**src/hw/chain_cfg_pkg.sv**
```systemverilog
// constants and field layout of the chain configuration and timer registers
// Function
// - allocated address read-only, 6 bits, upper bits zero, writes ignored
// - link rate code 00 5 kHz, 01 20 kHz, 10 40 kHz, 11 reserved
// - link speed register reachable only from the host four-wire port
// - warning and shutdown thresholds: 4-bit codes, 3.165 to 4.155 linear
// - duty code 000 25%, then 15,20,30,35,40,45,50 percent
// - slot code 00 1 s, 01 8 s, 10 16 s, 11 32 s
// - timer clock code 00 100k, 01 25k, 10 50k, 11 200 kHz
// - top timer bit picks 5 or 15 comparator settle cycles
// - link status reports allocation start write pass 0 or fail 1
package chain_cfg_pkg;
	// ******************************
	// register offsets
	// ******************************
	localparam logic [7:0] ADDR_ALLOC_TARGET = 8'h1a;
	localparam logic [7:0] ADDR_ASSIGNED = 8'h1b;
	localparam logic [7:0] ADDR_LINK_SPEED = 8'h1c;
	localparam logic [7:0] ADDR_OT_THRESH = 8'h1d;
	localparam logic [7:0] ADDR_BAL_TIMER = 8'h1e;
	localparam logic [7:0] ADDR_LINK_STATUS = 8'h19;
	// ******************************
	// field masks and positions
	// ******************************
	localparam logic [7:0] MASK_ADDR = 8'h3f;
	localparam logic [7:0] MASK_SPEED = 8'h03;
	localparam logic [7:0] MASK_FULL = 8'hff;
	localparam int POS_ALLOC_FAIL = 2;
	localparam int POS_DUTY = 0;
	localparam int POS_SLOT = 3;
	localparam int POS_TCLK = 5;
	localparam int POS_SETTLE = 7;
	localparam int POS_OT_WARN = 0;
	localparam int POS_OT_SHUT = 4;
	localparam logic [7:0] RESET_VALUE = 8'h00;
	localparam logic [1:0] SPEED_RESERVED = 2'h3;
	// ******************************
	// decoded settings
	// ******************************
	localparam logic [4:0] SETTLE_SHORT = 5'h05;
	localparam logic [4:0] SETTLE_LONG = 5'h0f;
	// threshold in millivolts: 3165 + 66 * code
	localparam logic [12:0] OT_BASE_MV = 13'h0c5d;
	localparam logic [12:0] OT_STEP_MV = 13'h0042;
endpackage

```
**src/hw/cfg_field_decode.sv**
```systemverilog
// decode of the timer and link speed fields into usable settings
`timescale 1ns/10ps
`default_nettype none
module cfg_field_decode
	import chain_cfg_pkg::*;
(
	input wire logic [7:0] i_timer,
	input wire logic [7:0] i_speed,
	input wire logic [7:0] i_ot,
	output logic [5:0] o_duty_pct,
	output logic [5:0] o_slot_s,
	output logic [7:0] o_tclk_khz,
	output logic [4:0] o_settle_cycles,
	output logic [5:0] o_link_khz,
	output logic o_speed_invalid,
	output logic [12:0] o_warn_mv,
	output logic [12:0] o_shut_mv
);
	wire logic [2:0] duty_code = i_timer[POS_DUTY +: 3];
	wire logic [1:0] slot_code = i_timer[POS_SLOT +: 2];
	wire logic [1:0] tclk_code = i_timer[POS_TCLK +: 2];
	wire logic [3:0] warn_code = i_ot[POS_OT_WARN +: 4];
	wire logic [3:0] shut_code = i_ot[POS_OT_SHUT +: 4];

	assign o_duty_pct = (duty_code == 3'h0) ? 6'd25 :
		(duty_code == 3'h1) ? 6'd15 :
		(duty_code == 3'h2) ? 6'd20 :
		(duty_code == 3'h3) ? 6'd30 :
		(duty_code == 3'h4) ? 6'd35 :
		(duty_code == 3'h5) ? 6'd40 :
		(duty_code == 3'h6) ? 6'd45 : 6'd50;
	assign o_slot_s = (slot_code == 2'h0) ? 6'd1 :
		(slot_code == 2'h1) ? 6'd8 :
		(slot_code == 2'h2) ? 6'd16 : 6'd32;
	assign o_tclk_khz = (tclk_code == 2'h0) ? 8'd100 :
		(tclk_code == 2'h1) ? 8'd25 :
		(tclk_code == 2'h2) ? 8'd50 : 8'd200;
	assign o_settle_cycles = i_timer[POS_SETTLE] ? SETTLE_LONG : SETTLE_SHORT;
	assign o_link_khz = (i_speed[1:0] == 2'h0) ? 6'd5 :
		(i_speed[1:0] == 2'h1) ? 6'd20 :
		(i_speed[1:0] == 2'h2) ? 6'd40 : 6'd0;
	assign o_speed_invalid = (i_speed[1:0] == SPEED_RESERVED);
	assign o_warn_mv = 13'(OT_BASE_MV + OT_STEP_MV * {9'h000, warn_code});
	assign o_shut_mv = 13'(OT_BASE_MV + OT_STEP_MV * {9'h000, shut_code});
endmodule
`default_nettype wire

```
**src/hw/chain_config_timer_regs.sv**
```systemverilog
// register group for chain addressing, link speed, thresholds and timer
`timescale 1ns/10ps
`default_nettype none
module chain_config_timer_regs
	import chain_cfg_pkg::*;
(
	input wire logic i_clk_sys,
	input wire logic i_rstn,
	// host four-wire port register access
	input wire logic i_host_wr,
	input wire logic i_host_rd,
	input wire logic [7:0] i_host_addr,
	input wire logic [7:0] i_host_wdata,
	output logic [7:0] o_host_rdata,
	output logic o_host_hit,
	// chained three-wire port register access
	input wire logic i_chain_wr,
	input wire logic i_chain_rd,
	input wire logic [7:0] i_chain_addr,
	input wire logic [7:0] i_chain_wdata,
	output logic [7:0] o_chain_rdata,
	output logic o_chain_hit,
	// allocation engine
	input wire logic i_alloc_done,
	input wire logic [5:0] i_alloc_addr,
	input wire logic i_alloc_start_result,
	input wire logic i_alloc_start_fail,
	// decoded settings
	output logic [5:0] o_target_addr,
	output logic [5:0] o_device_addr,
	output logic o_alloc_fail,
	output logic [5:0] o_link_khz,
	output logic o_speed_invalid,
	output logic [3:0] o_ot_warn_code,
	output logic [3:0] o_ot_shut_code,
	output logic [12:0] o_warn_mv,
	output logic [12:0] o_shut_mv,
	output logic [5:0] o_duty_pct,
	output logic [5:0] o_slot_s,
	output logic [7:0] o_tclk_khz,
	output logic [4:0] o_settle_cycles
);
	// ******************************
	// reset release
	// ******************************
	logic rst_sync1_q;
	logic rst_sync2_q;
	wire logic rstn = rst_sync2_q;

	// two-stage release of the power-on reset
	always_ff @(posedge i_clk_sys or negedge i_rstn) begin
		if (!i_rstn) begin
			rst_sync1_q <= 1'b0;
			rst_sync2_q <= 1'b0;
		end else begin
			rst_sync1_q <= 1'b1;
			rst_sync2_q <= rst_sync1_q;
		end
	end

	// ******************************
	// storage
	// ******************************
	logic [7:0] target_q;
	logic [7:0] assigned_q;
	logic [7:0] speed_q;
	logic [7:0] ot_q;
	logic [7:0] timer_q;
	logic fail_q;

	// write decode; host wins when both ports write together
	wire logic h_tgt = i_host_wr && (i_host_addr == ADDR_ALLOC_TARGET);
	wire logic c_tgt = i_chain_wr && (i_chain_addr == ADDR_ALLOC_TARGET);
	wire logic h_ot = i_host_wr && (i_host_addr == ADDR_OT_THRESH);
	wire logic c_ot = i_chain_wr && (i_chain_addr == ADDR_OT_THRESH);
	wire logic h_tmr = i_host_wr && (i_host_addr == ADDR_BAL_TIMER);
	wire logic c_tmr = i_chain_wr && (i_chain_addr == ADDR_BAL_TIMER);
	// link speed written only from host port
	wire logic h_spd = i_host_wr && (i_host_addr == ADDR_LINK_SPEED);

	wire logic [7:0] target_d = h_tgt ? (i_host_wdata & MASK_ADDR) :
		c_tgt ? (i_chain_wdata & MASK_ADDR) : target_q;
	// allocated address set only by the allocation engine
	wire logic [7:0] assigned_d = i_alloc_done ?
		{2'b00, i_alloc_addr} : assigned_q;
	wire logic [7:0] speed_d = h_spd ? (i_host_wdata & MASK_SPEED) : speed_q;
	wire logic [7:0] ot_d = h_ot ? i_host_wdata :
		c_ot ? i_chain_wdata : ot_q;
	wire logic [7:0] timer_d = h_tmr ? i_host_wdata :
		c_tmr ? i_chain_wdata : timer_q;
	// pass or fail of the start address write
	wire logic fail_d = i_alloc_start_result ? i_alloc_start_fail : fail_q;

	always_ff @(posedge i_clk_sys or negedge rstn) begin
		if (!rstn) begin
			target_q <= RESET_VALUE;
		end else begin
			target_q <= target_d;
		end
	end

	always_ff @(posedge i_clk_sys or negedge rstn) begin
		if (!rstn) begin
			assigned_q <= RESET_VALUE;
		end else begin
			assigned_q <= assigned_d;
		end
	end

	always_ff @(posedge i_clk_sys or negedge rstn) begin
		if (!rstn) begin
			speed_q <= RESET_VALUE;
		end else begin
			speed_q <= speed_d;
		end
	end

	always_ff @(posedge i_clk_sys or negedge rstn) begin
		if (!rstn) begin
			ot_q <= RESET_VALUE;
		end else begin
			ot_q <= ot_d;
		end
	end

	always_ff @(posedge i_clk_sys or negedge rstn) begin
		if (!rstn) begin
			timer_q <= RESET_VALUE;
		end else begin
			timer_q <= timer_d;
		end
	end

	always_ff @(posedge i_clk_sys or negedge rstn) begin
		if (!rstn) begin
			fail_q <= 1'b0;
		end else begin
			fail_q <= fail_d;
		end
	end

	// ******************************
	// read paths
	// ******************************
	wire logic [7:0] status_word = 8'(fail_q) << POS_ALLOC_FAIL;

	// host read selects, one per mapped offset
	wire logic hs_tgt = (i_host_addr == ADDR_ALLOC_TARGET);
	wire logic hs_asg = (i_host_addr == ADDR_ASSIGNED);
	wire logic hs_spd = (i_host_addr == ADDR_LINK_SPEED);
	wire logic hs_ot = (i_host_addr == ADDR_OT_THRESH);
	wire logic hs_tmr = (i_host_addr == ADDR_BAL_TIMER);
	wire logic hs_sts = (i_host_addr == ADDR_LINK_STATUS);
	// chain selects leave the speed offset out
	wire logic cs_tgt = (i_chain_addr == ADDR_ALLOC_TARGET);
	wire logic cs_asg = (i_chain_addr == ADDR_ASSIGNED);
	wire logic cs_ot = (i_chain_addr == ADDR_OT_THRESH);
	wire logic cs_tmr = (i_chain_addr == ADDR_BAL_TIMER);
	wire logic cs_sts = (i_chain_addr == ADDR_LINK_STATUS);

	// and-or muxes, unselected offsets read zero
	wire logic [7:0] host_mux = ({8{hs_tgt}} & target_q) |
		({8{hs_asg}} & assigned_q) |
		({8{hs_spd}} & speed_q) |
		({8{hs_ot}} & ot_q) |
		({8{hs_tmr}} & timer_q) |
		({8{hs_sts}} & status_word);
	wire logic [7:0] chain_mux = ({8{cs_tgt}} & target_q) |
		({8{cs_asg}} & assigned_q) |
		({8{cs_ot}} & ot_q) |
		({8{cs_tmr}} & timer_q) |
		({8{cs_sts}} & status_word);
	// hit flags follow the same selects
	wire logic host_map = hs_tgt | hs_asg | hs_spd | hs_ot | hs_tmr | hs_sts;
	wire logic chain_map = cs_tgt | cs_asg | cs_ot | cs_tmr | cs_sts;

	logic [7:0] host_rdata_q;
	logic [7:0] chain_rdata_q;

	// read data registered one cycle after the read strobe
	always_ff @(posedge i_clk_sys or negedge rstn) begin
		if (!rstn) begin
			host_rdata_q <= RESET_VALUE;
			chain_rdata_q <= RESET_VALUE;
		end else begin
			if (i_host_rd) begin
				host_rdata_q <= host_mux;
			end
			if (i_chain_rd) begin
				chain_rdata_q <= chain_mux;
			end
		end
	end

	assign o_host_rdata = host_rdata_q;
	assign o_chain_rdata = chain_rdata_q;
	assign o_host_hit = host_map;
	assign o_chain_hit = chain_map;
	assign o_target_addr = target_q[5:0];
	assign o_device_addr = assigned_q[5:0];
	assign o_alloc_fail = fail_q;
	assign o_ot_warn_code = ot_q[POS_OT_WARN +: 4];
	assign o_ot_shut_code = ot_q[POS_OT_SHUT +: 4];

	// ******************************
	// field decode
	// ******************************
	cfg_field_decode u_decode (
		.i_timer(timer_q),
		.i_speed(speed_q),
		.i_ot(ot_q),
		.o_duty_pct(o_duty_pct),
		.o_slot_s(o_slot_s),
		.o_tclk_khz(o_tclk_khz),
		.o_settle_cycles(o_settle_cycles),
		.o_link_khz(o_link_khz),
		.o_speed_invalid(o_speed_invalid),
		.o_warn_mv(o_warn_mv),
		.o_shut_mv(o_shut_mv)
	);
endmodule
`default_nettype wire

```
**config.mk**
```make
export PLATFORM = sky130hd
export DESIGN_NAME = chain_config_timer_regs
export DESIGN_NICKNAME = d
export VERILOG_FILES = /design/src/hw/chain_cfg_pkg.sv /design/src/hw/cfg_field_decode.sv /design/src/hw/chain_config_timer_regs.sv
export SDC_FILE = /design/constraint.sdc
export NUM_CORES = 1
export LEC_CHECK = 0
export BUFFER_PORTS_ARGS = -buffer_cell sky130_fd_sc_hd__buf_2
export CORE_MARGIN = 5
export CORE_UTILIZATION = 35
export DETAILED_ROUTE_END_ITERATION = 8
export PLACE_DENSITY = 0.68
export SLEW_MARGIN = 20
export SYNTH_ARGS = -nofsm -noshare
export SYNTH_HDL_FRONTEND = slang
export SYNTH_SLANG_ARGS = --single-unit
```
**constraint.sdc**
```tcl
create_clock -name i_clk_sys -period 4.1 [get_ports i_clk_sys]
set_input_delay 0.205 -clock i_clk_sys [delete_from_list [all_inputs] [get_ports i_clk_sys]]
set_output_delay 0.205 -clock i_clk_sys [all_outputs]
set_load 0.02 [all_outputs]
```
==> flow_metrics.env <==
export IMPL_finalCritPeriodShare=0.426
export IMPL_yosysSeqAreaShare=0.376
export IMPL_h_tree_depth=2
export IMPL_dp_hpwl_um=7490
export IMPL_grt_pass1_wl_um=14700
export IMPL_drive_above_1_share=0.476
export IMPL_antenna_found_initial=1
export IMPL_arrival_ps=1540
export IMPL_cp_slowest_cell="dfrtp_1"
export IMPL_start_util=0.357
export IMPL_fin_tns_setup_ps=0
export IMPL_grt_max_degree=48
export IMPL_clk_path_buf_depth=2
export IMPL_cp_num_buf_inv=2
export IMPL_placed_cell_area_mm2=0.00393
export IMPL_max_cap_viol_count=0
export IMPL_min_path_cells=2
export IMPL_finalInstanceArea_mm2=0.00406
export IMPL_worst_path_largest_cell_delay_ps=500
export IMPL_power_density_mw_per_mm2=321
export IMPL_numCtsBuffers=5
export IMPL_synth_cell_types=45
export IMPL_power_frac_comb=0.282
export IMPL_period_needed_ps=1750
export IMPL_rows=35
export IMPL_die_height_um=107
export IMPL_max_slew_worst_pin_slew_ps=623
export IMPL_p_leak_uw=0.00211
export IMPL_p_switching_uw=439
export IMPL_syn_mean_instance_area_um2=10.2
export IMPL_hold_class="in -> reg"
export IMPL_tritoncts="built"
export IMPL_max_slew_margin=0.585
export IMPL_postCtsResizedCells=0
export IMPL_grt_ovfl_total=0
export IMPL_nets=494
export IMPL_cts_root_buf="clkbuf_8"
export IMPL_ir_worst_vdd_v=0.000133
export IMPL_fmax_mhz=572
export IMPL_syn2layout_area_growth_pct=24.3
export IMPL_avgViaCountPerCell=5.15
export IMPL_grt_pass1_vias=2804
export IMPL_critical_path_top_delay_family="flip-flops"
export IMPL_grt_use_total=0.163
export IMPL_diodes=0
export IMPL_synth_edf_count=0
export IMPL_hold_viol=0
export IMPL_switching_share=0.338
export IMPL_rsz0062_at_grt="no"
export IMPL_synthFlopType="dfrtp_1"
export IMPL_die_w_um=107
export IMPL_io_pins=144
export IMPL_die_area_mm2=0.0114
export IMPL_clkSinkCount=49
export IMPL_routed_wirelength_um=9470
export IMPL_endpoint_kind="output port"
export IMPL_syn_area_mm2=0.00326
export IMPL_ys_seq_elements=49
export IMPL_min_from="i_alloc_addr[1]"
export IMPL_slew_violations=0
export IMPL_rrSetupSlack_ps=2660
export IMPL_crit_chain="inv_1, ha_1, or2_2, buf_2"
export IMPL_power_frac_clock=0.270
export IMPL_internal_power_uw=862
export IMPL_core_mm2=0.00915
export IMPL_r2r_start="timer_q[1]"
export IMPL_ff2ff_path_depth=4
export IMPL_clkLatencyLatePin_ps=300
export IMPL_path_class="reg -> out"
export IMPL_firstDrtPassIters=4
export IMPL_outcome="finished clean"
export IMPL_seq_power_share=0.448
export IMPL_vias=2823
export IMPL_start_kind="register"
export IMPL_yosysWarningCount=0
export IMPL_initialDrtViolationCount=140
export IMPL_r2r_end="o_host_rdata[1]"
export IMPL_synthCells=320
export IMPL_path_clk_slew_ps=90
export IMPL_finClkSkew_ps=5.39
export IMPL_setup_viol=0
export IMPL_holdPathEnd="assigned_q[1]"
export IMPL_worstPathMaxFanout=7
export IMPL_fillCellCount=893
export IMPL_ant_nets=0
export IMPL_wire_per_inst_um=17.3
export IMPL_drc=0
export IMPL_timing_critical_path_required_ps=3890
export IMPL_gp_congestion=0.796
export IMPL_cts_setup_buffers=0
export IMPL_synthArstFlopShare=1.00
export IMPL_io_buffers=135
## area by class of cell
class	instances	area (µm²)	share of cell area
clock buffers	7	86.3	0.0213
clock inverters	1	30.0	0.00740
inverters	25	93.8	0.0231
multi-input cells	218	1790	0.440
flip-flops and latches	49	1230	0.303
well taps	111	139	0.0342
repair buffers	137	693	0.171
## placed cells by master, fill, tap and decap left out, types with 9 or more instances in the layout
cell type	n
buf_2	135
mux2_2	57
dfrtp_1	48
inv_1	25
nand2_1	17
nand3_1	12
nor2_1	11
mux2i_1	11
ha_1	11
nor2b_1	9
conb_1	9
## timing repair
action,CTS,global route
setup endpoints to repair,0,0
endpoints found under the hold margin,2,0
hold buffers,1,0
## power groups by stage
stage	registers (µW)	clock network, µW	logic (µW)
floorplan	589	0	237
global placement	590	0	360
detailed placement	592	0	368
CTS	583	362	370
global route	591	383	395
finish	583	352	367
## stage by stage
stage | util | hold slack, ps | setup slack [ps] | instances | total power [µW]
6_report | 0.443 | 138 | 2350 | 548 | 1300
5_1_grt | 0.443 | 133 | 2270 | 548 | 1370
3_5_place_dp | 0.429 | -7.54 | 2200 | 539 | 960
3_3_place_gp | 0.429 | -8.50 | 2260 | 539 | 950
2_1_floorplan | - | -90.6 | 2580 | 327 | 826
4_1_cts | 0.443 | 131 | 2340 | 548 | 1320
## cell usage after synthesis, drive strengths merged, types with 2 or more instances
cell     count  area (µm²)
a21oi        2        10.0
conb         2        7.51
nor2b        9        56.3
o221ai       3        26.3
clkbuf      18        67.6
nand3b       4        30.0
and4b        2        21.3
buf         17         118
nor2        11        41.3
a31oi        6        37.5
o22ai        4        25.0
and4         3        26.3
xor2         4        35.0
a221oi       2        17.5
ha          11         138
o21ai        7        35.0
a32o         2        20.0
dfrtp       49        1230
inv         25        93.8
xnor2        4        35.0
nand3       13        70.1
nand4        9        71.3
a22o         4        35.0
nand2       17        63.8
mux2        57         642
or3          2        12.5
mux2i       11         110
o2bb2ai      5        43.8
and2         4        26.3
o211ai       3        22.5
## worst max path at each step
stage                         start       endpoint  slack (ps)  depth (start not counted)
detailed placement   i_host_addr[1]     timer_q[6]        2200                          4
global placement    i_chain_addr[5]    target_q[1]        2260                          5
floorplan            i_host_addr[5]        ot_q[0]        2580                          5
finish                   timer_q[6]  o_tclk_khz[5]        2350                          4
CTS                      timer_q[6]  o_tclk_khz[5]        2340                          4
global route             timer_q[5]  o_tclk_khz[5]        2270                          4
## sequential cells by signal (all words and copies together) (netlist names)
signal / count
rst_sync2_q: 1
o_host_rdata: 8
rst_sync1_q: 1
ot_q: 8
o_chain_rdata: 8
timer_q: 8
target_q: 6
speed_q: 2
o_alloc_fail: 1
assigned_q: 6
## worst register-to-register path, stage by stage (launching register included)
cell,delay [ps]
dfrtp_1,480
mux2_2,300
a32o_1,230
o211ai_1,180
o221ai_1,130
## cells by family (layout without fill, tap and decap cells)
group                    Yosys count  count (layout)  synth area share
AO/OA/AOI/OAI                     40              40            0.0893
XOR/XNOR                           8               8            0.0215
adder cells (fa/ha/maj)           11              11            0.0422
buffers and inverters             60             170            0.0855
flip-flops                        49              49             0.376
multiplexers                      68              68             0.230
other                              2               9           0.00230
AND/OR/NAND/NOR                   82              82             0.153
## routing by layer
layer	part of all wire	global-route usage	vias up	wire length [µm]
li1	-	-	1348	-
met1	0.43	0.207	1344	4070
met2	0.49	0.286	113	4640
met3	0.063	0.0319	16	594
met4	0.016	0.0384	2	151
met5	0.0011	0	-	10
(Power assumes the default switching activity.)
